`src/verilog/adcdm_consts.vh`:
```
`ifndef ADCDM_CONSTS_VH
`define ADCDM_CONSTS_VH

// Sample word width and FIFO shape
`define ADCDM_DATA_W 10
`define ADCDM_WORD_W 11
`define ADCDM_FIFO_DEPTH 32
`define ADCDM_FIFO_AW 5

// Latency in sample-clock edges, capture edge to bus update
`define ADCDM_LAT_FIRST 6
`define ADCDM_LAT_SECOND_PAR 7
// Edges spent in the FIFO stage plus the output register
`define ADCDM_LAT_FIXED 1
// Delay-line stages between FIFO and output register
`define ADCDM_PIPE_DEPTH (`ADCDM_LAT_FIRST - `ADCDM_LAT_FIXED)

// Bit positions inside the filtered pin vector
`define ADCDM_PIN_W 4
`define ADCDM_PIN_CLK 0
`define ADCDM_PIN_SYNC 1
`define ADCDM_PIN_MODE 2
`define ADCDM_PIN_FMT 3

// Bit position of the bus tag inside a FIFO word
`define ADCDM_TAG_BIT 10

// Output coding: midscale codes and the mask that maps one onto the other
`define ADCDM_MID_OFFSET 10'h200
`define ADCDM_MID_TWOS 10'h000
`define ADCDM_FMT_FLIP (`ADCDM_MID_OFFSET ^ `ADCDM_MID_TWOS)

// Reset values
`define ADCDM_BUS_RST 10'h000
`define ADCDM_PH_RST 1'b0

`endif

```
`src/verilog/adcdm_fifo.v`:
```
`timescale 1ns/10ps
`include "adcdm_consts.vh"

// Word FIFO in flip-flops, first-word-fall-through on the read side
module adcdm_fifo #(
   parameter WIDTH = `ADCDM_WORD_W,
   parameter DEPTH = `ADCDM_FIFO_DEPTH,
   parameter AW = `ADCDM_FIFO_AW
) (
   // Clock and reset
   input wire sys_clk_in,
   input wire rst_in,
   // Fill side
   input wire [WIDTH-1:0] wr_data_in,
   input wire wr_valid_in,
   output wire wr_ready_out,
   // Drain side
   output wire [WIDTH-1:0] rd_data_out,
   output wire rd_valid_out,
   input wire rd_ready_in
);

   reg [WIDTH-1:0] mem_q [0:DEPTH-1];
   reg [AW:0] wr_ptr_q;
   reg [AW:0] rd_ptr_q;
   wire full;
   wire empty;
   wire do_wr;
   wire do_rd;

   // Extra pointer bit tells full from empty when the indices meet
   assign empty = (wr_ptr_q == rd_ptr_q);
   assign full = (wr_ptr_q[AW] != rd_ptr_q[AW]) &&
                 (wr_ptr_q[AW-1:0] == rd_ptr_q[AW-1:0]);
   assign do_wr = wr_valid_in & ~full;
   assign do_rd = rd_ready_in & ~empty;
   assign wr_ready_out = ~full;
   assign rd_valid_out = ~empty;
   assign rd_data_out = mem_q[rd_ptr_q[AW-1:0]];

   // Storage write; no reset needed since empty masks stale words
   always @(posedge sys_clk_in) begin
      if (do_wr) begin
         mem_q[wr_ptr_q[AW-1:0]] <= wr_data_in;
      end
   end

   // Pointers
   always @(posedge sys_clk_in) begin
      if (rst_in) begin
         wr_ptr_q <= {(AW+1){1'b0}};
         rd_ptr_q <= {(AW+1){1'b0}};
      end else begin
         if (do_wr) begin
            wr_ptr_q <= wr_ptr_q + 1'b1;
         end
         if (do_rd) begin
            rd_ptr_q <= rd_ptr_q + 1'b1;
         end
      end
   end

endmodule

```
`src/verilog/adcdm_top.v`:
```
`timescale 1ns/10ps
`include "adcdm_consts.vh"

// Function
// - Drive complementary output clock pair at half the sample clock rate.
// - Send successive samples alternately to the two output buses.
// - Interleaved mode: sample reaches its bus six edges after capture.
// - Parallel mode: second bus gets seven edges so both buses change together.
// - While sync is high, both buses and output clock stay static.
// - First sample edge after sync falls is edge N; fixes bus assignment.
// - Sample N appears on first bus six edges later, interleaved mode.
// - Sample N+1 appears on second bus six edges after its edge, interleaved mode.
// - Parallel mode: N on first bus at six, N+1 on second at seven.
// - Mode pin low selects parallel timing, high selects interleaved.
// - Output words in offset binary or twos complement per format select.
//
// The converter core, sample clock, sync and straps all arrive from outside
// this clock domain. sys_clk_in oversamples them, so the sample clock must
// be well below a quarter of sys_clk_in.
module adcdm_top (
   // System clock and reset
   input wire sys_clk_in,
   input wire rst_in,
   // Sample clock and raw sample word from the converter core
   input wire sample_clk_in,
   input wire [`ADCDM_DATA_W-1:0] sample_data_in,
   // Control pins
   input wire sample_sync_in,
   input wire interleave_mode_in,
   input wire output_format_select_in,
   // Output buses: first bus (port B) and second bus (port A)
   output reg [`ADCDM_DATA_W-1:0] bus_first_out,
   output reg [`ADCDM_DATA_W-1:0] bus_second_out,
   // Half-rate output clock pair
   output reg half_rate_clock_out,
   output reg half_rate_clock_n_out,
   // Capture stalled because the FIFO was full
   output reg overflow_out
);

   // Pin synchronisers: three stages, then a change filter
   reg [`ADCDM_PIN_W-1:0] pin_s1_q;
   reg [`ADCDM_PIN_W-1:0] pin_s2_q;
   reg [`ADCDM_PIN_W-1:0] pin_s3_q;
   reg [`ADCDM_PIN_W-1:0] pin_f_q;
   wire [`ADCDM_PIN_W-1:0] pin_raw;
   wire [`ADCDM_PIN_W-1:0] pin_agree;
   wire [`ADCDM_PIN_W-1:0] pin_f_d;

   // Data word follows the sample clock through the same depth
   reg [`ADCDM_DATA_W-1:0] dat_s1_q;
   reg [`ADCDM_DATA_W-1:0] dat_s2_q;
   reg [`ADCDM_DATA_W-1:0] dat_s3_q;

   // Decoded sample-clock edge and filtered levels
   wire edge_now;
   wire sync_hi;
   wire mode_il;
   wire fmt_twos;

   // Phase and sync tracking
   reg ph_q;
   reg ph_d;
   reg armed_q;
   reg armed_d;
   reg cap_tag;

   // FIFO ports
   wire [`ADCDM_WORD_W-1:0] fifo_wr_data;
   wire fifo_wr_valid;
   wire fifo_wr_ready;
   wire [`ADCDM_WORD_W-1:0] fifo_rd_data;
   wire fifo_rd_valid;
   wire fifo_rd_ready;

   // Delay line between FIFO and output register
   reg [`ADCDM_WORD_W-1:0] pipe_q [0:`ADCDM_PIPE_DEPTH-1];
   reg [`ADCDM_PIPE_DEPTH-1:0] pipe_v_q;
   wire [`ADCDM_WORD_W-1:0] pipe_last;
   wire pipe_last_v;
   integer i;

   // Extra edge of delay for the second bus in parallel mode
   reg [`ADCDM_DATA_W-1:0] hold_q;
   reg hold_v_q;

   // Output stage next values
   reg [`ADCDM_DATA_W-1:0] bus_first_d;
   reg [`ADCDM_DATA_W-1:0] bus_second_d;
   reg [`ADCDM_DATA_W-1:0] hold_d;
   reg hold_v_d;
   reg clk_d;

   // Format conversion: twos complement is offset binary with MSB flipped
   function [`ADCDM_DATA_W-1:0] adcdm_code;
      input [`ADCDM_DATA_W-1:0] raw;
      input twos;
      begin
         adcdm_code = twos ? (raw ^ `ADCDM_FMT_FLIP) : raw;
      end
   endfunction

   // Pin vector in fixed bit order
   assign pin_raw[`ADCDM_PIN_CLK] = sample_clk_in;
   assign pin_raw[`ADCDM_PIN_SYNC] = sample_sync_in;
   assign pin_raw[`ADCDM_PIN_MODE] = interleave_mode_in;
   assign pin_raw[`ADCDM_PIN_FMT] = output_format_select_in;

   // A change counts only when the second and third stages agree
   assign pin_agree = ~(pin_s2_q ^ pin_s3_q);
   assign pin_f_d = (pin_agree & pin_s3_q) | (~pin_agree & pin_f_q);

   // Synchroniser chain; the first stage feeds only the second
   always @(posedge sys_clk_in) begin
      if (rst_in) begin
         pin_s1_q <= {`ADCDM_PIN_W{1'b0}};
         pin_s2_q <= {`ADCDM_PIN_W{1'b0}};
         pin_s3_q <= {`ADCDM_PIN_W{1'b0}};
         pin_f_q <= {`ADCDM_PIN_W{1'b0}};
         dat_s1_q <= `ADCDM_BUS_RST;
         dat_s2_q <= `ADCDM_BUS_RST;
         dat_s3_q <= `ADCDM_BUS_RST;
      end else begin
         pin_s1_q <= pin_raw;
         pin_s2_q <= pin_s1_q;
         pin_s3_q <= pin_s2_q;
         pin_f_q <= pin_f_d;
         dat_s1_q <= sample_data_in;
         dat_s2_q <= dat_s1_q;
         dat_s3_q <= dat_s2_q;
      end
   end

   // Rising sample-clock edge: filtered level goes from low to high
   assign edge_now = pin_f_d[`ADCDM_PIN_CLK] & ~pin_f_q[`ADCDM_PIN_CLK];
   assign sync_hi = pin_f_q[`ADCDM_PIN_SYNC];
   assign mode_il = pin_f_q[`ADCDM_PIN_MODE];
   assign fmt_twos = pin_f_q[`ADCDM_PIN_FMT];

   // Phase of the current capture edge. The first edge with sync low after
   // a high spell is edge N: it takes tag 0 and the phase restarts there.
   always @* begin
      ph_d = ph_q;
      armed_d = armed_q;
      cap_tag = ph_q;
      if (edge_now) begin
         if (sync_hi) begin
            armed_d = 1'b1;
         end else if (armed_q) begin
            cap_tag = 1'b0;
            ph_d = 1'b1;
            armed_d = 1'b0;
         end else begin
            ph_d = ~ph_q;
         end
      end
   end

   // Phase registers; after reset the block waits for an edge N
   always @(posedge sys_clk_in) begin
      if (rst_in) begin
         ph_q <= `ADCDM_PH_RST;
         armed_q <= 1'b1;
      end else begin
         ph_q <= ph_d;
         armed_q <= armed_d;
      end
   end

   // Capture: one word per sample edge while sync is low, tagged with
   // its bus. A full FIFO stalls capture and the sample is dropped.
   assign fifo_wr_data = {cap_tag, dat_s3_q};
   assign fifo_wr_valid = edge_now & ~sync_hi;

   // Drain one word per sample edge; during sync high words are flushed
   assign fifo_rd_ready = edge_now;

   adcdm_fifo #(
      .WIDTH(`ADCDM_WORD_W),
      .DEPTH(`ADCDM_FIFO_DEPTH),
      .AW(`ADCDM_FIFO_AW)
   ) u_fifo (
      .sys_clk_in(sys_clk_in),
      .rst_in(rst_in),
      .wr_data_in(fifo_wr_data),
      .wr_valid_in(fifo_wr_valid),
      .wr_ready_out(fifo_wr_ready),
      .rd_data_out(fifo_rd_data),
      .rd_valid_out(fifo_rd_valid),
      .rd_ready_in(fifo_rd_ready)
   );

   // Sticky flag for samples lost to a full FIFO, cleared by reset only
   always @(posedge sys_clk_in) begin
      if (rst_in) begin
         overflow_out <= 1'b0;
      end else if (fifo_wr_valid & ~fifo_wr_ready) begin
         overflow_out <= 1'b1;
      end
   end

   // Delay line advances on each sample edge. Sync high clears the valid
   // bits so that no stale word leaks out after the next edge N.
   always @(posedge sys_clk_in) begin
      if (rst_in) begin
         pipe_v_q <= {`ADCDM_PIPE_DEPTH{1'b0}};
      end else if (edge_now) begin
         if (sync_hi) begin
            pipe_v_q <= {`ADCDM_PIPE_DEPTH{1'b0}};
         end else begin
            pipe_v_q <= {pipe_v_q[`ADCDM_PIPE_DEPTH-2:0], fifo_rd_valid};
         end
      end
   end

   // Delay-line data; word only matters where its valid bit is set
   always @(posedge sys_clk_in) begin
      if (edge_now & ~sync_hi) begin
         pipe_q[0] <= fifo_rd_data;
         for (i = 1; i < `ADCDM_PIPE_DEPTH; i = i + 1) begin
            pipe_q[i] <= pipe_q[i-1];
         end
      end
   end

   assign pipe_last = pipe_q[`ADCDM_PIPE_DEPTH-1];
   assign pipe_last_v = pipe_v_q[`ADCDM_PIPE_DEPTH-1];

   // Output stage: steer by tag, apply coding, run the half-rate clock
   always @* begin
      bus_first_d = bus_first_out;
      bus_second_d = bus_second_out;
      hold_d = hold_q;
      hold_v_d = hold_v_q;
      clk_d = half_rate_clock_out;
      if (edge_now & ~sync_hi) begin
         // Restart with the phase so the clock rises with first-bus data
         clk_d = ph_d;
         if (armed_q) begin
            clk_d = 1'b1;
         end
         // Parallel mode: the held word reaches the second bus one edge late
         if (hold_v_q) begin
            bus_second_d = adcdm_code(hold_q, fmt_twos);
            hold_v_d = 1'b0;
         end
         if (pipe_last_v) begin
            if (~pipe_last[`ADCDM_TAG_BIT]) begin
               bus_first_d = adcdm_code(pipe_last[`ADCDM_DATA_W-1:0],
                                        fmt_twos);
            end else if (mode_il) begin
               bus_second_d = adcdm_code(pipe_last[`ADCDM_DATA_W-1:0],
                                         fmt_twos);
            end else begin
               hold_d = pipe_last[`ADCDM_DATA_W-1:0];
               hold_v_d = 1'b1;
            end
         end
      end
   end

   // Output registers; only the held-word valid bit moves while sync is high
   always @(posedge sys_clk_in) begin
      if (rst_in) begin
         bus_first_out <= `ADCDM_BUS_RST;
         bus_second_out <= `ADCDM_BUS_RST;
         hold_q <= `ADCDM_BUS_RST;
         hold_v_q <= 1'b0;
         half_rate_clock_out <= 1'b0;
         half_rate_clock_n_out <= 1'b1;
      end else begin
         bus_first_out <= bus_first_d;
         bus_second_out <= bus_second_d;
         hold_q <= hold_d;
         // A held word is dropped on sync so it cannot slip past edge N
         hold_v_q <= hold_v_d & ~(edge_now & sync_hi);
         half_rate_clock_out <= clk_d;
         half_rate_clock_n_out <= ~clk_d;
      end
   end

endmodule
```
`config.mk`:
```
export PLATFORM = sky130hd
export DESIGN_NAME = adcdm_top
export DESIGN_NICKNAME = d
export VERILOG_FILES = /design/src/verilog/adcdm_fifo.v /design/src/verilog/adcdm_top.v
export VERILOG_INCLUDE_DIRS = /design/src /design/src/verilog
export SDC_FILE = /design/constraint.sdc
export NUM_CORES = 1
export LEC_CHECK = 0
export ABC_AREA = 1
export BUFFER_PORTS_ARGS = -buffer_cell sky130_fd_sc_hd__buf_2
export CAP_MARGIN = 10
export CORE_MARGIN = 5
export CORE_UTILIZATION = 50
export DETAILED_ROUTE_END_ITERATION = 8
export HOLD_SLACK_MARGIN = 0.12
export MAX_ROUTING_LAYER = met4
export PLACE_DENSITY = 0.77
export SYNTH_ARGS = -nofsm -noshare
export SYNTH_HDL_FRONTEND = slang
export SYNTH_SLANG_ARGS = --single-unit
```
`constraint.sdc`:
```
create_clock -name sys_clk_in -period 2.94 [get_ports sys_clk_in]
set_clock_uncertainty 0.05 [all_clocks]
set_input_delay 0.588 -clock sys_clk_in [delete_from_list [all_inputs] [get_ports sys_clk_in]]
set_output_delay 0.588 -clock sys_clk_in [all_outputs]
set_load 0.05 [all_outputs]
```
### Word-level counts from Yosys, hierarchy flattened

Memories as Yosys holds them, arrays and structs flattened. A register that Yosys moved wholly into a read port is not among the register bits.
Cells that the tools add are included.

* $add $sub $neg: 2
* equality and inequality tests: 3
* muxes and demuxes: 26
* bitwise gates (word level): 24
* reduce and logical (&&, ||, !) cells: 3

Operators with widths (number)
* 10-bit 2-to-1 mux: 6
* 1-bit 2-to-1 mux: 17
* 5-bit 2-to-1 mux: 3
* 6-bit by 1-bit adder with 6-bit output, second input constant: 2
* 1-bit inverter: 11
* 4-bit AND: 2
* 4-bit inverter: 2
* 1-bit AND: 7
* 6-bit equality test: 1
* 5-bit equality test: 1
* 4-bit OR: 1
* 4-bit AND reduction: 1
* 4-bit XOR: 1
* 3-bit AND reduction: 1
* 1-bit logical AND: 1
* 1-bit inequality test: 1

* flip-flop bits (word level): 99
* RAM bits: 407
* memories: 2

Memories
* u_fifo.mem_q: words 32, bits a word 11, read ports 1, clocked after memory_dff 1, write ports 1, line adcdm_fifo.v:23 `reg [WIDTH-1:0] mem_q [0:DEPTH-1];`
* pipe_q: words 5, bits a word 11, read ports 5, clocked after memory_dff 0, write ports 5, line adcdm_top.v:77 `` reg [`ADCDM_WORD_W-1:0] pipe_q [0:`ADCDM_PIPE_DEPTH-1]; ``

### Logic depth before layout (Yosys ltp)

* depth in word-level cells: 10
* gate-level depth with buffers: 11

### Modules after synthesis

A second synthesis with hierarchy kept.

* cell total of the unflattened synthesis: 1841
* area, all modules: 20194.4 um2

By module, submodules not included
* adcdm_fifo: instances 1, cells an instance 1333, area each 15320.9 um2, sequential area each 10910.5 um2
* adcdm_top: instances 1, cells an instance 508, area each 4873.4 um2, sequential area each 3393.3 um2

### Worst setup path before layout

No wires, ideal clock.

* kind: register -> register
* start point: reg pin_s2_q[0]
* end point: mem u_fifo.mem_q[31][0] in the netlist's numbering, enable pin
* library setup time: 0.378 ns
* arrival time: 1.998 ns
* slack: 0.514 ns
* cell stages (with the launch flop): 7
* path buffers: 2
* cell sequence: dfxtp_1 -> nand3b_4 -> nor2_4 -> buf_4 -> buf_4 -> nand4_1 -> nor2_1

* cells in the longest elaborated chain, start to end: 10
* elaborated cells between the ends (all ways): 11
* those cells by class: 2 x mux; 9 x bitwise

RTL lines
* from (decl): line adcdm_top.v:43 `` reg [`ADCDM_PIN_W-1:0] pin_s2_q; ``
* from (signal assigned): line adcdm_top.v:117 `` pin_s2_q <= {`ADCDM_PIN_W{1'b0}}; ``
* from (signal assigned): line adcdm_top.v:125 `pin_s2_q <= pin_s1_q;`
* 4-bit XOR (*): line adcdm_top.v:110 `assign pin_agree = ~(pin_s2_q ^ pin_s3_q);`
* 4-bit inverter (*): line adcdm_top.v:110
* 4-bit inverter: line adcdm_top.v:111 `assign pin_f_d = (pin_agree & pin_s3_q) | (~pin_agree & pin_f_q);`
* 4-bit AND: line adcdm_top.v:111
* 4-bit OR (*): line adcdm_top.v:111
* 1-bit AND (*): line adcdm_top.v:135 `` assign edge_now = pin_f_d[`ADCDM_PIN_CLK] & ~pin_f_q[`ADCDM_PIN_CLK]; ``
* 1-bit AND (*): line adcdm_top.v:173 `assign fifo_wr_valid = edge_now & ~sync_hi;`
* net fifo_wr_valid: line adcdm_top.v:70 `wire fifo_wr_valid;`
* 1-bit AND (*): line adcdm_fifo.v:35 `assign do_wr = wr_valid_in & ~full;`
* 1-bit 2-to-1 mux (*): line adcdm_fifo.v:43 `if (do_wr) begin`
* 1-bit 2-to-1 mux (not written as such) (*): line adcdm_fifo.v:44 `mem_q[wr_ptr_q[AW-1:0]] <= wr_data_in;`
* to (decl): line adcdm_fifo.v:23

Mark *: on every way through the listed nets, which the timed path passes. The rest lies on a longest branch.

==> summary.txt <==
Worst setup path
  • Crit end category: flip-flop
  • Worst path slowest cell: buf_4
  • CP top delay family: simple AND/OR/NAND/NOR gates
  • Critical path peak fanout: 88
  • Worst EP arrival: 2.66 ns
  • CP required: 3.31 ns
  • Critical setup path kind: reg2reg
  • Buffers and inverters on the worst path: 2
  • Worst setup SP type: flip-flop
  • Largest stage delay, worst path: 0.67 ns
  • Crit path cell chain: inv_4 > buf_4 > nand2_1 > nand3_1 > nand3_1 > nand2_1 > nand2_1 > nand3_1 > and2_1

Power and ir drop
  • Cell Pwr Density: between 600 and 700 nW/um2
  • Sequential fraction of design power: 0.553
  • Combinational share of power: 0.006
  • Clock power frac: 0.441
  • Switching share of power: 0.192
  • Switch Pwr: 2.71 mW
  • P_leak: 8.29 nW
  • Internal power: 11.4 mW
  • Maximum VDD drop: 0.377 mV

Synthesis
  • Synth Register Bits: 511
  • Post-synth top cells: nand2_1 (497), edfxtp_1 (407), nand3_1 (309), nor2_1 (132), dfxtp_1 (104)
  • Cell variety after synth: 39
  • Synthesized instance count: 1,769
  • Synth Warn #: 0
  • Synthesized area per cell: 11.3 um2
  • Sequential share of the synthesized area: 0.713
  • Net count after synthesis: 1,790
  • Share of the synthesized area in the top cell type: 0.609
  • Synth Flop Type: edfxtp_1
  • Most common cell in the netlist: nand2_1
  • Area leader, netlist: edfxtp_1
  • Top cells by area, synth: edfxtp_1 (61%), dfxtp_1 (10%), nand2_1 (9.3%)
  • Post-synth ARST share: 0
  • Synthesized area: 20,100 um2
  • EDFF count, synth: 407

STA
  • Final setup violation count: 0
  • Final min period: ~2.3 ns
  • FMAX: 438 MHz
  • Final hold vios: 0
  • Relative slew slack: 0.322
  • Crit share post-route: 0.776
  • Unrepaired setup endpoints after global routing: no
  • Pins Over Slew Limit: 0
  • Setup WS post-layout: 0.658 ns
  • Setup TNS Final: 0 ns
  • Worst-margin pin slew: 1.02 ns

CTS
  • Reg clk slew, reported paths: 0.06 ns
  • CTS tree: built
  • Skew-Pair Late Insertion Delay: 0.56 ns
  • # hold bufs at CTS: 0
  • Clk buf depth: 3
  • H-tree depth: 2
  • Clk root buf: clkbuf_16
  • Sink Count: about 510
  • Post-CTS sizing: 0
  • Setup bufs post-CTS: 0
  • Cts bufs inserted: a little under 50

Die
  • # rows: 73
  • I/O pin count: 39
  • Die X: about 210 um
  • Initial core utilization: 0.505
  • Die Height: around 210 um
  • Die footprint: 44,200 um2
  • Core Area: between 30,000 and 40,000 um2

Status
  • Status: finished, final reports clean

Layout
  • Share of layout cells above drive strength 1: 0.106
  • Number of antenna diodes: 0
  • Finished Layout Cells: 2,372
  • Fillers: 3,224
  • Layout net count: 1,828
  • Area Overhead vs Synth: 11.4%

Routing
  • Vias: 13.0k
  • Detail Route Antenna Nets: 0
  • Initial drt markers: ~1.7k
  • WL final: 46,000 um
  • TritonRoute pass-1 iters: 6
  • Vias per cell: around 5.5
  • DRC: 0
  • Drt wl/cell: slightly below 20 um

GRT
  • First-pass GRT wire length: 71,300 um
  • Vias in the first global route: approximately 12k
  • Gr ovfl total: 0
  • Largest net degree at the start of global routing: 177
  • Antenna violations before repair: 1
  • Total GRT Usage: 0.212

Placement
  • Placed Instances: between 2k and 2.5k
  • Pre-CTS WS: 0.693 ns
  • Placer congestion estimate: 0.913
  • Detail Placement HPWL: 26,400 um
  • # port buffers: 38

Job
  • Max cap viols: 0

Hold path
  • Min-Delay Path Class: in2reg
## per-layer routing
| metal | wire [um] | vias up | global-route usage |
|---|---|---|---|
| met4 | 1420 | 0 | 0.0689 |
| met1 | 19200 | 6241 | 0.291 |
| li1 | - | 6111 | - |
| met3 | 3670 | 90 | 0.0307 |
| met2 | 21700 | 583 | 0.329 |
| met5 | 0 | - | - |
## through the flow
step | hold WS [ns] | cell area (um2) | total power [mW] | util
after CTS | 0.160 | 22400 | 14.2 | 0.563
after floorplan | 0.338 | 20100 | 8.00 | -
final | 0.176 | 22400 | 14.1 | 0.563
after detailed placement | 0.337 | 20800 | 8.05 | 0.522
after global placement | 0.332 | 20800 | 8.05 | 0.522
after global routing | 0.176 | 22400 | 14.5 | 0.563
## layout by cell type, fill, tap and decap left out, drive strengths merged, types with 2 or more instances in the layout
cell	synthesis	routed
a21oi	60	60
and2	11	11
buf	67	86
bufinv	0	3
clkbuf	32	72
clkinv	1	14
dfxtp	104	104
edfxtp	407	407
ha	5	5
inv	76	78
nand2	505	505
nand3	311	311
nand3b	2	2
nand4	5	5
nor2	138	138
o21ai	26	26
xnor2	4	4
xor2	9	9
## state kept, by name, indices dropped and copies added (netlist names), 5 cells and up, named ones only
signal	flops
dat_s1_q	10
pipe_q	55
u_fifo.rd_ptr_q	6
u_fifo.wr_ptr_q	6
u_fifo.mem_q	352
bus_second_out	10
pipe_v_q	5
bus_first_out	10
dat_s2_q	10
hold_q	10
dat_s3_q	10
## final timing paths
kind                        to              start  slack, ns  cells after the start
hold / removal     dat_s1_q[7]  sample_data_in[7]       0.18                      3
hold reg to reg    dat_s3_q[6]        dat_s2_q[6]       0.35                      2
setup / recovery  pipe_q[0][5]          flip-flop       0.66                      9
setup reg to reg  pipe_q[0][5]          flip-flop       0.66                      9
## power groups by stage
stage | Combinational [mW] | Clock, mW | Sequential, mW
2_1_floorplan | 0.0520 | 0 | 7.94
3_3_place_gp | 0.0781 | 0 | 7.97
3_5_place_dp | 0.0800 | 0 | 7.97
4_1_cts | 0.0809 | 6.31 | 7.82
5_1_grt | 0.0921 | 6.63 | 7.82
6_report | 0.0797 | 6.24 | 7.82
## worst register-to-register path, stage by stage (launching register included)
cell and delay, ns:
dfxtp_4 0.36, inv_4 0.06, buf_4 0.67, nand2_1 0.22
nand3_1 0.13, nand3_1 0.18, nand2_1 0.16, nand2_1 0.06
nand3_1 0.09, and2_1 0.16
## layout make-up
class	count	area, um2	area share
flip-flops and latches	511	14300	0.640
multi-input cells	1082	4880	0.218
clock buffers	72	1430	0.0638
well taps	525	657	0.0294
repair buffers	86	601	0.0269
inverters	77	299	0.0134
clock inverters	19	180	0.00806
## kinds of logic after synthesis
kind of cell	after synthesis	synth area share
XOR/XNOR	13	0.00567
AND/OR/NAND/NOR	973	0.211
adder cells (fa/ha/maj)	5	0.00312
AO/OA/AOI/OAI	91	0.0233
flip-flops	511	0.713
buffers and inverters	176	0.0443
Power figures use the tool's default switching activity.
